===== config.mk =====
export PLATFORM = sky130hd
export DESIGN_NAME = pmbr_regs
export DESIGN_NICKNAME = d
export VERILOG_FILES = /design/src/pmbr_thresh.v /design/src/pmbr_ovdet.v /design/src/pmbr_regs.v
export VERILOG_INCLUDE_DIRS = /design/src
export SDC_FILE = /design/constraint.sdc
export NUM_CORES = 1
export LEC_CHECK = 0
export ABC_CLOCK_PERIOD_IN_PS = 17100
export BUFFER_PORTS_ARGS = -buffer_cell sky130_fd_sc_hd__buf_2
export CAP_MARGIN = 20
export CORE_MARGIN = 2
export CORE_UTILIZATION = 40
export DETAILED_ROUTE_END_ITERATION = 7
export PLACE_DENSITY = 0.64
export REMOVE_ABC_BUFFERS = 1
export SLEW_MARGIN = 20
export SYNTH_ARGS = -nofsm -noshare
export SYNTH_HDL_FRONTEND = slang
export SYNTH_SLANG_ARGS = --single-unit

===== constraint.sdc =====
create_clock -name clk -period 17.1 [get_ports clk]
set_input_delay 3.42 -clock clk [delete_from_list [all_inputs] [get_ports clk]]
set_output_delay 3.42 -clock clk [all_outputs]
set_load 0.03 [all_outputs]

===== src/pmbr_map.vh =====
// Command codes, field layouts, reset values and timing for the limit/config bank
`ifndef PMBR_MAP_VH
`define PMBR_MAP_VH

`define PMBR_CMD_VOUT_FLOOR 8'h2B
`define PMBR_CMD_FREQ 8'h33
`define PMBR_CMD_INPUT_TURN_ON_THRESHOLD 8'h35
`define PMBR_CMD_INPUT_TURN_OFF_THRESHOLD 8'h36
`define PMBR_CMD_IOUT_OFS 8'h39
`define PMBR_CMD_OV_LIMIT 8'h40

`define PMBR_FREQ_EXP 5'h07
`define PMBR_VIN_EXP 5'h00
`define PMBR_IOFS_EXP 5'h1E

`define PMBR_FLOOR_MSB 11
`define PMBR_MAN_MSB 3
`define PMBR_OVL_MSB 10

`define PMBR_FLOOR_VALID_LO 12'h000
`define PMBR_FLOOR_VALID_HI 12'hFFF
`define PMBR_FLOOR_RST 12'h000
`define PMBR_FREQ_MAN_RST 4'h7
`define PMBR_INPUT_TURN_ON_THRESHOLD_RST 4'h3
`define PMBR_INPUT_TURN_OFF_THRESHOLD_RST 4'h0
`define PMBR_IOFS_RST 4'h0
`define PMBR_OVL_RST 11'h000

`define PMBR_OVL_STEP1 11'h248
`define PMBR_OVL_STEP2 11'h25C
`define PMBR_OVL_STEP3 11'h29A

`define PMBR_OV_RETRY_MS 52
`define PMBR_CLK_KHZ 100000
`define PMBR_RETRY_W 23

`endif


===== src/pmbr_thresh.v =====
// Input turn-on and turn-off threshold decode, in units of 0.1 V
`timescale 1ns/10ps
`default_nettype none
module pmbr_thresh (
  input wire [3:0] on_man,
  input wire [3:0] off_man,
  output reg [7:0] on_dv,
  output reg [7:0] off_dv
);
  always @*
  begin
    if (on_man >= 4'hA)
      on_dv = 8'h64;
    else if (on_man >= 4'h5)
      on_dv = {4'h0, on_man} * 8'h0A;
    else if (on_man >= 4'h3)
      on_dv = 8'h26;
    else
      on_dv = 8'h19;
    if (off_man >= 4'hA)
      off_dv = 8'h5F;
    else if (off_man >= 4'h6)
      off_dv = {4'h0, off_man} * 8'h0A - 8'h05;
    else if (off_man == 4'h5)
      off_dv = 8'h2A;
    else if (off_man >= 4'h3)
      off_dv = 8'h24;
    else
      off_dv = 8'h17;
  end
endmodule
`default_nettype wire


===== src/pmbr_ovdet.v =====
// Tracking output overvoltage detection and its shutdown / retry response
`timescale 1ns/10ps
`default_nettype none
`include "pmbr_map.vh"
module pmbr_ovdet #(
  parameter RETRY_CYC = `PMBR_OV_RETRY_MS * `PMBR_CLK_KHZ
) (
  input wire clk,
  input wire rst,
  input wire [10:0] limit,
  input wire [11:0] vout_cmd,
  input wire [11:0] vout_sense,
  input wire ss_done,
  input wire [7:0] resp,
  input wire clear,
  output reg fault_r,
  output reg shutdown_r
);
  localparam integer RETRY_LAST_I = RETRY_CYC - 1;
  localparam [`PMBR_RETRY_W-1:0] RETRY_LAST = RETRY_LAST_I[`PMBR_RETRY_W-1:0];
  reg [6:0] pct;
  reg pend_r;
  reg wait_r;
  reg [`PMBR_RETRY_W-1:0] cnt_r;
  wire over;
  always @*
  begin
    if (limit < `PMBR_OVL_STEP1)
      pct = 7'd12;
    else if (limit < `PMBR_OVL_STEP2)
      pct = 7'd16;
    else if (limit < `PMBR_OVL_STEP3)
      pct = 7'd20;
    else
      pct = 7'd50;
  end
  // Compare sense*100 against cmd*(100+pct) to stay in integers; 100+50 needs 8 bits
  assign over = ss_done
    && ({8'h00, vout_sense} * 20'd100 > {8'h00, vout_cmd} * {12'h000, 8'd100 + {1'b0, pct}});
  always @(posedge clk)
  begin
    if (rst)
    begin
      fault_r <= 1'b0;
      pend_r <= 1'b0;
      shutdown_r <= 1'b0;
      wait_r <= 1'b0;
      cnt_r <= {`PMBR_RETRY_W{1'b0}};
    end
    else
    begin
      fault_r <= over | (fault_r & ~clear);
      // Faults seen while already shut down are not queued, so a retry never restarts into one
      pend_r <= (over & ~shutdown_r) | (pend_r & ~clear & ~resp[7]);
      // A fault held while ignored is acted on once shutdown gets enabled
      if (pend_r && resp[7] && !shutdown_r)
      begin
        shutdown_r <= 1'b1;
        wait_r <= (resp[5:3] == 3'b111);
        cnt_r <= {`PMBR_RETRY_W{1'b0}};
      end
      else if (shutdown_r && wait_r)
      begin
        if (cnt_r == RETRY_LAST)
        begin
          shutdown_r <= 1'b0;
          wait_r <= 1'b0;
        end
        cnt_r <= cnt_r + 1'b1;
      end
      else if (shutdown_r && clear)
        shutdown_r <= 1'b0;
    end
  end
endmodule
`default_nettype wire


===== src/pmbr_regs.v =====
// Limit and configuration command bank of the buck converter, with its responses
`timescale 1ns/10ps
`default_nettype none
`include "pmbr_map.vh"
module pmbr_regs #(
  parameter OV_RETRY_CYC = `PMBR_OV_RETRY_MS * `PMBR_CLK_KHZ
) (
  input wire clk,
  input wire rst,
  input wire cmd_valid,
  input wire cmd_write,
  input wire [7:0] cmd_code,
  input wire [15:0] cmd_wdata,
  output reg rsp_valid_r,
  output reg [15:0] rsp_data_r,
  input wire nvm_restore,
  input wire [7:0] nvm_code,
  input wire [15:0] nvm_data,
  input wire [1:0] frequency_strap_pin,
  input wire clear_faults,
  input wire converting,
  input wire enable_ok,
  input wire [7:0] vin_sense_dv,
  input wire target_change,
  input wire [11:0] vout_target,
  input wire [10:0] iout_meas,
  input wire [11:0] vout_cmd,
  input wire [11:0] output_sense_diff,
  input wire soft_start_done,
  input wire [7:0] overvoltage_response_setting,
  output reg [11:0] vout_setpoint_r,
  output reg clamp_active_r,
  output reg [2:0] freq_sel_r,
  output reg [10:0] iout_report_r,
  output reg conv_run_r,
  output reg none_of_above_r,
  output reg status_word_vout_r,
  output reg output_limit_warning_bit_r,
  output reg invalid_data_r,
  output reg unsupported_cmd_r,
  output reg input_undervoltage_fault_r,
  output wire ov_fault_r,
  output wire ov_shutdown_r,
  output reg alert_n_r
);
  reg [11:0] floor_r;
  reg [3:0] freq_man_r;
  reg [3:0] von_man_r;
  reg [3:0] voff_man_r;
  reg [3:0] iofs_man_r;
  reg [10:0] ovl_r;
  reg [11:0] req_target_r;
  reg strap_done_r;
  reg vin_armed_r;
  reg [15:0] rd_word;
  reg [3:0] strap_man;
  reg [2:0] freq_idx;
  reg wr_any;
  reg wr_host;
  reg [7:0] wr_code;
  reg [15:0] wr_data;
  reg floor_bad;
  reg freq_bad;
  reg code_known;
  reg [12:0] iout_sum;
  wire [7:0] on_dv;
  wire [7:0] off_dv;
  wire floor_wr_ok;
  wire floor_low_evt;
  wire floor_raise_evt;
  wire warn_evt;
  wire invalid_evt;
  wire unsup_evt;
  wire uvf_evt;

  // Restore from NVM takes the write path; a host write in the same cycle is dropped
  always @*
  begin
    wr_host = cmd_valid && cmd_write && !nvm_restore;
    wr_any = nvm_restore || wr_host;
    wr_code = nvm_restore ? nvm_code : cmd_code;
    wr_data = nvm_restore ? nvm_data : cmd_wdata;
  end

  always @*
  begin
    case (wr_code)
      `PMBR_CMD_VOUT_FLOOR, `PMBR_CMD_FREQ, `PMBR_CMD_INPUT_TURN_ON_THRESHOLD, `PMBR_CMD_INPUT_TURN_OFF_THRESHOLD,
      `PMBR_CMD_IOUT_OFS, `PMBR_CMD_OV_LIMIT:
        code_known = 1'b1;
      default:
        code_known = 1'b0;
    endcase
    floor_bad = (wr_data[15:12] != 4'h0) || (wr_data[11:0] < `PMBR_FLOOR_VALID_LO)
      || (wr_data[11:0] > `PMBR_FLOOR_VALID_HI);
    // A value too large for the 4-bit mantissa is out of range
    freq_bad = (wr_data[10:4] != 7'h00);
  end

  assign floor_wr_ok = wr_any && (wr_code == `PMBR_CMD_VOUT_FLOOR) && (nvm_restore || !floor_bad);
  assign invalid_evt = wr_host && (((cmd_code == `PMBR_CMD_VOUT_FLOOR) && floor_bad)
    || ((cmd_code == `PMBR_CMD_FREQ) && freq_bad));
  assign unsup_evt = cmd_valid && !nvm_restore && !code_known;

  // Strap frequencies: 0.6, 0.8, 1.0 and 1.4 MHz only
  always @*
  begin
    case (frequency_strap_pin)
      2'b00: strap_man = 4'h4;
      2'b01: strap_man = 4'h6;
      2'b10: strap_man = 4'h7;
      default: strap_man = 4'hA;
    endcase
  end

  always @(posedge clk)
  begin
    if (rst)
    begin
      floor_r <= `PMBR_FLOOR_RST;
      freq_man_r <= `PMBR_FREQ_MAN_RST;
      von_man_r <= `PMBR_INPUT_TURN_ON_THRESHOLD_RST;
      voff_man_r <= `PMBR_INPUT_TURN_OFF_THRESHOLD_RST;
      iofs_man_r <= `PMBR_IOFS_RST;
      ovl_r <= `PMBR_OVL_RST;
      strap_done_r <= 1'b0;
    end
    else
    begin
      // Strap is caught on the first cycle after reset release; NVM restore may overwrite it
      if (!strap_done_r)
      begin
        strap_done_r <= 1'b1;
        freq_man_r <= strap_man;
      end
      if (floor_wr_ok)
        floor_r <= wr_data[`PMBR_FLOOR_MSB:0];
      if (wr_any && !(wr_host && freq_bad) && (wr_code == `PMBR_CMD_FREQ))
        freq_man_r <= wr_data[`PMBR_MAN_MSB:0];
      if (wr_any && (wr_code == `PMBR_CMD_INPUT_TURN_ON_THRESHOLD))
        von_man_r <= wr_data[`PMBR_MAN_MSB:0];
      if (wr_any && (wr_code == `PMBR_CMD_INPUT_TURN_OFF_THRESHOLD))
        voff_man_r <= wr_data[`PMBR_MAN_MSB:0];
      if (wr_any && (wr_code == `PMBR_CMD_IOUT_OFS))
        iofs_man_r <= wr_data[`PMBR_MAN_MSB:0];
      if (wr_any && (wr_code == `PMBR_CMD_OV_LIMIT))
        ovl_r <= wr_data[`PMBR_OVL_MSB:0];
    end
  end

  // Fixed exponent and reserved fields are rebuilt on read, never stored
  always @*
  begin
    case (cmd_code)
      `PMBR_CMD_VOUT_FLOOR:
        rd_word = {4'h0, floor_r};
      `PMBR_CMD_FREQ:
        rd_word = {`PMBR_FREQ_EXP, 7'h00, freq_man_r};
      `PMBR_CMD_INPUT_TURN_ON_THRESHOLD:
        rd_word = {`PMBR_VIN_EXP, 7'h00, von_man_r};
      `PMBR_CMD_INPUT_TURN_OFF_THRESHOLD:
        rd_word = {`PMBR_VIN_EXP, 7'h00, voff_man_r};
      `PMBR_CMD_IOUT_OFS:
        rd_word = {`PMBR_IOFS_EXP, {7{iofs_man_r[3]}}, iofs_man_r};
      `PMBR_CMD_OV_LIMIT:
        rd_word = {5'h00, ovl_r};
      default:
        rd_word = 16'h0000;
    endcase
  end

  always @(posedge clk)
  begin
    if (rst)
    begin
      rsp_valid_r <= 1'b0;
      rsp_data_r <= 16'h0000;
    end
    else
    begin
      rsp_valid_r <= cmd_valid && !cmd_write;
      rsp_data_r <= (cmd_valid && !cmd_write) ? rd_word : 16'h0000;
    end
  end

  always @*
  begin
    if (freq_man_r < 4'h4)
      freq_idx = 3'h0;
    else if (freq_man_r < 4'h6)
      freq_idx = 3'h1;
    else if (freq_man_r < 4'h7)
      freq_idx = 3'h2;
    else if (freq_man_r < 4'h9)
      freq_idx = 3'h3;
    else if (freq_man_r < 4'hA)
      freq_idx = 3'h4;
    else if (freq_man_r < 4'hD)
      freq_idx = 3'h5;
    else if (freq_man_r < 4'hF)
      freq_idx = 3'h6;
    else
      freq_idx = 3'h7;
  end

  // Offset shares the 0.25 A step of the measurement
  always @*
  begin
    iout_sum = {2'b00, iout_meas} + {{9{iofs_man_r[3]}}, iofs_man_r};
  end

  // Floor clamp of the output target
  assign floor_low_evt = converting && target_change && (vout_target < floor_r);
  assign floor_raise_evt = converting && floor_wr_ok && !target_change
    && (wr_data[11:0] > req_target_r);
  assign warn_evt = floor_low_evt || floor_raise_evt;

  always @(posedge clk)
  begin
    if (rst)
    begin
      req_target_r <= 12'h000;
      vout_setpoint_r <= 12'h000;
      clamp_active_r <= 1'b0;
    end
    else
    begin
      if (target_change)
        req_target_r <= vout_target;
      // The ramp block moves toward this setpoint at the transition rate
      if (floor_low_evt)
      begin
        vout_setpoint_r <= floor_r;
        clamp_active_r <= 1'b1;
      end
      else if (floor_raise_evt)
      begin
        vout_setpoint_r <= wr_data[11:0];
        clamp_active_r <= 1'b1;
      end
      else if (target_change)
      begin
        vout_setpoint_r <= vout_target;
        clamp_active_r <= 1'b0;
      end
    end
  end

  pmbr_thresh u_thresh (
    .on_man(von_man_r),
    .off_man(voff_man_r),
    .on_dv(on_dv),
    .off_dv(off_dv)
  );

  pmbr_ovdet #(
    .RETRY_CYC(OV_RETRY_CYC)
  ) u_ovdet (
    .clk(clk),
    .rst(rst),
    .limit(ovl_r),
    .vout_cmd(vout_cmd),
    .vout_sense(output_sense_diff),
    .ss_done(soft_start_done),
    .resp(overvoltage_response_setting),
    .clear(clear_faults),
    .fault_r(ov_fault_r),
    .shutdown_r(ov_shutdown_r)
  );

  // Turn-off above turn-on is accepted as is; the hysteresis is then inverted
  assign uvf_evt = vin_armed_r && enable_ok && (vin_sense_dv < off_dv);

  always @(posedge clk)
  begin
    if (rst)
    begin
      vin_armed_r <= 1'b0;
      conv_run_r <= 1'b0;
      freq_sel_r <= 3'h0;
      iout_report_r <= 11'h000;
    end
    else
    begin
      // Only the power-on reset re-arms the mask; enable and NVM traffic leave it alone
      if (vin_sense_dv > on_dv)
        vin_armed_r <= 1'b1;
      if (!enable_ok || ov_shutdown_r || (vin_sense_dv < off_dv))
        conv_run_r <= 1'b0;
      else if (vin_sense_dv > on_dv)
        conv_run_r <= 1'b1;
      freq_sel_r <= freq_idx;
      if (iout_sum[12])
        iout_report_r <= 11'h000;
      else if (iout_sum[11])
        iout_report_r <= 11'h7FF;
      else
        iout_report_r <= iout_sum[10:0];
    end
  end

  // Hardware set wins over a clear arriving in the same cycle
  always @(posedge clk)
  begin
    if (rst)
    begin
      none_of_above_r <= 1'b0;
      status_word_vout_r <= 1'b0;
      output_limit_warning_bit_r <= 1'b0;
      invalid_data_r <= 1'b0;
      unsupported_cmd_r <= 1'b0;
      input_undervoltage_fault_r <= 1'b0;
      alert_n_r <= 1'b1;
    end
    else
    begin
      none_of_above_r <= warn_evt || invalid_evt || unsup_evt
        || (none_of_above_r && !clear_faults);
      status_word_vout_r <= warn_evt || (status_word_vout_r && !clear_faults);
      output_limit_warning_bit_r <= warn_evt
        || (output_limit_warning_bit_r && !clear_faults);
      invalid_data_r <= invalid_evt || (invalid_data_r && !clear_faults);
      unsupported_cmd_r <= unsup_evt || (unsupported_cmd_r && !clear_faults);
      input_undervoltage_fault_r <= uvf_evt
        || (input_undervoltage_fault_r && !clear_faults);
      alert_n_r <= !(warn_evt || invalid_evt || unsup_evt || uvf_evt || ov_fault_r
        || ((none_of_above_r || input_undervoltage_fault_r) && !clear_faults));
    end
  end
endmodule
`default_nettype wire


# --- Word level (Yosys, flattened, before mapping) ---
# Index checks and enable logic that the tools add are counted.
word_totals:
  inputBits: 123
  ff_bits: 132
op_classes:
  n_reduce_logical: 83
  mul: 4
  addsub: 4
  mux: 37
  n_lt_le_gt_ge: 23
  eq_ne: 19
  n_bitwise: 10
op_table:
  columns: ["op", "n"]
  rows:
  - ["$pmux W16 S6", 1]
  - ["$eq A8 B6 Y1 const B", 10]
  - ["$mux W8", 6]
  - ["$logic_and A1 B1 Y1", 36]
  - ["$mux W12", 3]
  - ["$lt A11 B10 Y1 const B", 3]
  - ["$add A23 B1 Y23 const B", 1]
  - ["$eq A23 B23 Y1 const B", 1]
  - ["$gt A19 B20 Y1", 1]
  - ["$logic_or A1 B1 Y1", 20]
  - ["$mul A12 B8 Y20", 1]
  - ["$mux W6", 3]
  - ["$mul A12 B5 Y17 const B", 1]
  - ["$eq A8 B7 Y1 const B", 2]
  - ["$lt A4 B4 Y1 const B", 4]
  - ["$mux W16", 1]
  - ["$mul A4 B3 Y7 const B", 2]
  - ["$mux W7", 2]
  - ["$add A12 B4 Y13", 1]
  - ["$mux W1", 13]
  - ["$gt A12 B12 Y1", 1]
  - ["$gt A12 B12 Y1 const B", 1]
  - ["$lt A12 B1 Y1 const B", 1]
  - ["$lt A12 B12 Y1", 1]
  - ["32 further kinds", 64]

# --- Depth between registers and ports, before layout ---
# Gate-level depths: netlist of the first run.
logic_depth:
  depth_word: 17
  mapped_depth: 30
  depth_no_buf: 29

# --- By module ---
# From an unflattened synthesis of the first run, not the netlist that was laid out.
unflattened:
  hier_cells: 1428
  area_unflattened_um2: 12249.2
modules_own_cells:
  columns: ["module", "cells_per_inst", "seq_area_each_um2", "n_inst", "area_per_inst_um2"]
  rows:
  - ["pmbr_regs", 696, 2062.0, 1, 6123.4]
  - ["pmbr_ovdet", 643, 540.5, 1, 5471.5]
  - ["pmbr_thresh", 89, 0.0, 1, 654.4]

# --- Worst setup path after synthesis of the first run ---
# Ideal clock, no wire load.
synth_timing:
  kind: "in2reg"
  start: "in vout_cmd[3]"
  end: "reg u_ovdet.fault_r"
  path_slack_ns: 8.564
  stages: 22
  arrival_time_ns: 8.404
  n_path_buf: 0
  cell_sequence: "and2_1 -> fa_1 -> fa_1 -> fa_1 -> inv_1 -> fa_1 -> inv_1 -> ha_1 -> a211oi_1 -> a221oi_1 -> a21oi_1 -> nor2_1 -> a21o_1 -> a21oi_1 -> xor2_1 -> ha_1 -> nand4_1 -> nor2_1 -> nand4_1 -> a2111oi_0 -> a2111o_1 -> a21oi_1"
synth_via:
  elab_chain_len: 4
synth_rtl:
  columns: ["item", "line_no", "source"]
  rows:
  - ["start: declaration", "pmbr_regs.v:27", "input wire [11:0] vout_cmd,"]
  - ["$mul A12 B8 Y20", "pmbr_ovdet.v:39", "&& ({8'h00, vout_sense} * 20'd100 > {8'h00, vout_cmd} * {12'h000, 8'd100 + {1'b0, pct}});"]
  - ["$gt A19 B20 Y1", "pmbr_ovdet.v:39", null]
  - ["$logic_and A1 B1 Y1", "pmbr_ovdet.v:39", null]
  - ["$or A1 B1 Y1", "pmbr_ovdet.v:52", "fault_r <= over | (fault_r & ~clear);"]
  - ["end signal: assignment", "pmbr_ovdet.v:52", null]
  - ["end: declaration", "pmbr_ovdet.v:16", "output reg fault_r,"]
# No other way between the ends.
# A chain may end at the register's enable or synchronous reset.

# --- Worst setup path in the final report of the first run ---
# Ends and elaborated chain as after synthesis.

==> results of run 1 <==
-- cells by family (layout without fill, tap and decap cells) --
| kind of cell | count (synthesis) | in the layout | synth area share (%) |
|---|---|---|---|
| xor gates and xnor gates | 59 | 59 | 4.31 |
| muxes | 42 | 42 | 3.64 |
| AOI/OAI and AO/OA | 286 | 286 | 16.7 |
| buffers and inverters | 221 | 375 | 7.20 |
| DFF | 130 | 130 | 21.7 |
| and+or+nand+nor | 458 | 458 | 19.2 |
| adders and majority gates | 225 | 225 | 27.2 |
-- critical path: cells and delay by family --
kind                     cells  cell delay [ps]
AND/OR/NAND/NOR              5              700
XOR/XNOR                     1              110
adder cells (fa/ha/maj)      6             2720
AO/OA/AOI/OAI                8             2220
buffers and inverters        3              240
-- Yosys cell counts, types with 5 or more instances --
cell        n
nand3b_1   11
a211oi_1   26
nand3_1    48
mux2i_1    32
buf_2       6
nor4_1      8
nor3_1     26
o221ai_2   10
and2_1     47
nor3b_1     5
inv_1     161
o21ai_0    38
a22oi_1    18
and3_1      7
a21o_1     15
nand2b_1   10
ha_1      165
buf_1       6
fa_1       60
nor2_1    151
a21oi_1    81
nand2_1    89
o211ai_1   10
clkbuf_1   41
xnor2_1    26
nand4_1    11
xor2_1     33
mux2_2      9
o21a_1     15
nor2b_1    11
o32ai_1    12
dfxtp_1   130
-- cells in the final DEF (no fill, tap or decap), types with 18 or more instances in the layout --
cell type  count
xor2_1        33
xnor2_1       26
nor3_1        26
a22oi_1       18
a211oi_1      26
inv_1        161
buf_2        172
mux2i_1       32
nor2_1       151
nand3_1       48
o21ai_0       37
fa_1          60
and2_1        47
ha_1         165
nand2_1       89
dfxtp_1      130
a21oi_1       81
-- routing by layer --
metal  track usage [%]  wire length [um]
met1              27.3             14000
met3              3.41              2050
met4              5.13               491
met2              33.3             14300
met5                 0                 0
-- flip-flops by register name, summed over array words and instances (netlist names), 3 cells and up --
signal           flops
floor_r             12
freq_man_r           4
freq_sel_r           3
iofs_man_r           4
iout_report_r       11
ovl_r               11
req_target_r        12
rsp_data_r          14
u_ovdet.cnt_r       23
voff_man_r           4
von_man_r            4
vout_setpoint_r     12
-- area by class of cell --
class / instances / area (um^2)
Multi-Input combinational cell: 1070 / 8520
Fill cell: 2930 / 15800
Tap cell: 390 / 488
Timing Repair Buffer: 180 / 921
Sequential cell: 130 / 2600
Inverter: 163 / 612
Clock buffer: 21 / 470
Clock inverter: 11 / 150
-- stage by stage --
| step | worst slack, ps | hold slack, ps | area [um^2] | utilization [%] |
|---|---|---|---|---|
| floorplan | 8550 | 437 | 11700 | - |
| global placement | 7690 | 451 | 13100 | 44.5 |
| detailed placement | 7530 | 459 | 13100 | 44.5 |
| CTS | 7960 | 469 | 13800 | 46.6 |
| global route | 7530 | 484 | 13800 | 46.6 |
| finish | 7950 | 471 | 13800 | 46.6 |
-- power breakdown --
group | internal (uW) | switching (uW)
sequential | 313 | 6.07
combinational | 150 | 207
clock | 242 | 141
-- final timing paths --
path | from | slack, ps | cells past startpoint | endpoint
hold / removal | output_limit_warning_bit_r | 470 | 2 | output_limit_warning_bit_r
hold reg to reg | output_limit_warning_bit_r | 470 | 2 | output_limit_warning_bit_r
setup reg to reg | ovl_r[7] | 9220 | 25 | u_ovdet.fault_r
setup / recovery | vout_cmd[3] | 7950 | 23 | u_ovdet.fault_r
==> flow_summary.json, run 1 <==
{
  "dpl.hpwl_um": 24400,
  "ys_types": 86,
  "ir_worst_vdd_v": 0.0000619,
  "post_cts_buffers": 0,
  "cp_common_cell": "fa_1",
  "run_status": "finished clean",
  "slowest_stage": "fa_1",
  "instances_no_fill": 1965,
  "firstDrtPassIters": 5,
  "critPathRequiredTime_ps": 17360,
  "grt_start_max_net_pins": 65,
  "rsz0062_at_grt": "false",
  "port-buffer-count": 172,
  "grt_pass1_vias": 10200,
  "dieArea_um2": 31400,
  "setup_viol": 0,
  "remaining_drc_errors": 0,
  "ios": 177,
  "yosysWarningCount": 0,
  "core_area_um2": 29600,
  "cts_resized": 0,
  "cts_max_level": 4,
  "die_x_um": 177,
  "path_clk_slew_ps": 60,
  "drtIter0Drc": 523,
  "clock_skew_ps": 15.1,
  "fin_crit_ps": 9150,
  "async_flop_share_pct": 0,
  "nets": 1910,
  "power_uw": 1060,
  "path_class": "in -> reg",
  "slew-limit-headroom_pct": 29.3,
  "max_freq_ghz": 0.109,
  "grtUsageTotal_pct": 20.2,
  "clock_latency_ps": 420,
  "min_period_over_period_pct": 53.5,
  "std_cell_rows": 63,
  "vias": 10400,
  "synth_edf_count": 0,
  "crit_arrival_ps": 9420,
  "synth_seq_cells": 130,
  "crit_chain": "buf_2 > and2_1 > fa_1 > fa_1 > fa_1 > inv_1 > fa_1 > inv_1 > ha_1 > a211oi_1 > o211ai_1 > a21oi_1 > nor2_1 > a21o_1 > a21oi_1 > xor2_1 > ha_1 > nand4_1 > nor2_1 > nand4_1 > a2111oi_0 > a2111o_1 > a21oi_1",
  "avgSynthCellArea_um2": 8.44,
  "clock_sinks": 130,
  "netlist_area_um2": 12000,
  "ys_seq_area_share_pct": 21.7,
  "grt_overflow_total": 0,
  "cts_made_buffers": 17,
  "report.final.slew_viol_count": 0,
  "die_height_um": 177,
  "synth_top_area_share_pct": 21.7,
  "gp_congestion": 0.864,
  "hold_path.class": "reg -> reg",
  "static-leakage-power_uw": 0.00629,
  "antenna_found_initial": 0,
  "num_antenna_cells": 0,
  "final_layout_size_suffix_gt1_share_pct": 15.6,
  "cts.path.max_buffers": 2,
  "hold_buffers": 0,
  "maxCapViolations": 0,
  "crit_path_end_kind": "flop",
  "routed_wl_um": 30800,
  "pwr_density_cell_nw_per_um2": 76.9,
  "worstMarginPinSlew_ps": 1060,
  "grt_first_pass_wirelength_um": 51100,
  "cp-start-kind": "input pin",
  "synth.area.top_cells": "dfxtp_1 22%, ha_1 17%, fa_1 10%",
  "hold_viol_final": 0,
  "start_util_pct": 40.6,
  "worst-path-max-fanout": 6,
  "setup_tns_ps": 0,
  "antenna_left": 0,
  "synthCells": 1421,
  "cts_tree": "done",
  "critPathMaxStageDelay_ps": 540,
  "root_buffer": "clkbuf_16",
  "synthFlopType": "dfxtp_1",
  "place_inst": 1933,
  "wl_per_cell_um": 15.7,
  "viasPerCell": 5.30,
  "area_growth_pct": 14.8,
  "synth_top_cell_by_area": "dfxtp_1"
}
Power figures use the tool's default switching activity.
==> run 2: changes to the inputs <==
- ABC_CLOCK_PERIOD_IN_PS: 17100 -> 7900
- PLACE_DENSITY: 0.64 -> 0.67
- clock period: 17.1 -> 7.9 ns (I/O delays scaled with it)
==> run 2 against run 1 <==
Compared with the run above:
- non-clock buffer count rose by 1
- wire length rose by 0.36%
- worst setup slack worse by 7400 ps
- clock power grew 110%
- highest routed layer is now met5
- utilization about the same
- die area did not move
- largest cell class unchanged
==> flow_summary.json, run 2 (synthesis results as in run 1) <==
{
  "dieArea_um2": 31400,
  "power_frac_comb_pct": 33.9,
  "grt_overflow_total": 0,
  "slew-limit-headroom_pct": 37.5,
  "mostFrequentLayoutCells": "172 x buf_2, 165 x ha_1, 161 x inv_1",
  "final_core_util_pct": 46.6,
  "maxCapViolations": 0,
  "drtIter0Drc": 602,
  "p_int_uw": 1510,
  "start_util_pct": 40.6,
  "largest_reg_flops": 23,
  "clock_skew_ps": 10.9,
  "static-leakage-power_uw": 0.00629,
  "area_growth_pct": 14.8,
  "vias": 10500,
  "nets": 1911,
  "min_period_over_period_pct": 92.8,
  "die_x_um": 177,
  "clock_sinks": 130,
  "final_common_cell": "buf_2",
  "antenna_found_initial": 4,
  "clockPowerShare_pct": 35.7,
  "grtUsageTotal_pct": 20.1,
  "cts_tree": "done",
  "routed_wl_um": 30900,
  "crit_arrival_ps": 7610,
  "port-buffer-count": 172,
  "cts_made_buffers": 17,
  "seq_power_share_pct": 30.4,
  "ir_worst_vdd_v": 0.000152,
  "ios": 177,
  "gp_congestion": 0.878,
  "setup_tns_ps": 0,
  "cp-start-kind": "flop",
  "cts.path.max_buffers": 2,
  "worstMarginPinSlew_ps": 932,
  "grt_start_max_net_pins": 63,
  "report.final.slew_viol_count": 0,
  "grt_pass1_vias": 10100,
  "root_buffer": "clkbuf_16",
  "viasPerCell": 5.31,
  "run_status": "finished clean",
  "path_clk_slew_ps": 60,
  "dp_worst_setup_slack_ps": 183,
  "pwr_density_cell_nw_per_um2": 165,
  "dpl.hpwl_um": 24700,
  "max_freq_ghz": 0.136,
  "path_class": "reg -> reg",
  "hold_buffers": 0,
  "wl_per_cell_um": 15.7,
  "design_area_um2": 13800,
  "antenna_left": 0,
  "top_register": "u_ovdet.cnt_r",
  "core_area_um2": 29600,
  "setup_ws_ps": 565,
  "cts_max_level": 4,
  "clock_latency_ps": 430,
  "grt_first_pass_wirelength_um": 50500,
  "placed_area_um2": 13200,
  "die_height_um": 177,
  "critPathRequiredTime_ps": 8170,
  "hold_viol_final": 0,
  "std_cell_rows": 63,
  "final_layout_size_suffix_gt1_share_pct": 15.7,
  "worst-path-max-fanout": 14,
  "nFillCells": 2855,
  "rsz0062_at_grt": "false",
  "remaining_drc_errors": 0,
  "fin_crit_ps": 7330,
  "netSwitchingFraction_pct": 33.7,
  "crit_path_end_kind": "flop",
  "firstDrtPassIters": 5,
  "reg_top3": "u_ovdet.cnt_r: 23 flops, rsp_data_r: 14 flops",
  "hold_path.class": "reg -> reg",
  "setup_viol": 0,
  "p_switching_uw": 768
}
[run 2: cell types whose count changed in the layout (fill, tap and decap cells not counted), sizes merged]
cell	before	now
clkbuf	21	19
clkinv	6	9
inv	163	162
diode	0	3
buf	180	181
[run 2: power by group through the flow]
stage                     sequential, uW  combinational, uW  clock (uW)
final                                692                772         812
after global routing                 694                886         855
after CTS                            691                780         824
after detailed placement             705                775           0
after global placement               705                751           0
after floorplan                      729                538           0
[run 2: final timing paths]
check                            startpoint         endpoint  slack (ps)  cells after the start
worst min-delay path            vin_armed_r      vin_armed_r         470                      2
worst min register to register  vin_armed_r      vin_armed_r         470                      2
worst max-delay path               ovl_r[5]  u_ovdet.fault_r         570                     25
worst max register to register     ovl_r[5]  u_ovdet.fault_r         570                     25
[run 2: layout make-up]
class | count | area, um^2 | area share [%]
Multi-Input combinational cell | 1070 | 8530 | 61.9
Sequential cell | 130 | 2600 | 18.9
Timing Repair Buffer | 181 | 928 | 6.74
Inverter | 163 | 612 | 4.44
Tap cell | 390 | 488 | 3.54
Clock buffer | 19 | 443 | 3.22
Clock inverter | 13 | 160 | 1.16
Antenna cell | 3 | 7.51 | 0.0545
[run 2: repair_timing]
action | 4_1_cts | 5_1_grt
resized for setup | 0 | 1
setup endpoints to repair | 0 | 2
buffers inserted | 0 | 0
hold endpoints to repair | 0 | 0
[run 2: layer usage]
metal	track usage [%]	share of wire [%]	vias to the layer above	wire length [um]
met5	0	0.023	-	7
met4	4.86	1.2	2	376
met3	3.99	6.4	29	1990
met2	33.4	47	276	14600
met1	26.6	45	4907	14000
li1	-	-	5243	-
[run 2: through the flow]
step | total power, uW | std cells | hold WS (ps)
after floorplan | 1270 | 1363 | 437
after global placement | 1460 | 1934 | 453
after detailed placement | 1480 | 1934 | 456
after CTS | 2300 | 1966 | 473
after global routing | 2430 | 1969 | 494
final | 2280 | 1969 | 474
[run 2: worst max-delay path, cell delays in order, from the launching register on]
cell and delay [ps]:
dfxtp_1 340, nor4_1 390, nand2_1 120, o21ai_1 520, and2_1 260, fa_1 460, fa_1 520, fa_1 540
inv_1 60, fa_1 530, inv_1 40, ha_1 330, a211oi_1 490, o211ai_1 220, a21oi_1 250, nor2_1 90
a21o_1 180, a21oi_1 160, xor2_1 100, ha_1 300, nand4_1 80, nor2_1 170, nand4_1 140, a2111oi_0 560
a2111o_1 240, a21oi_1 70
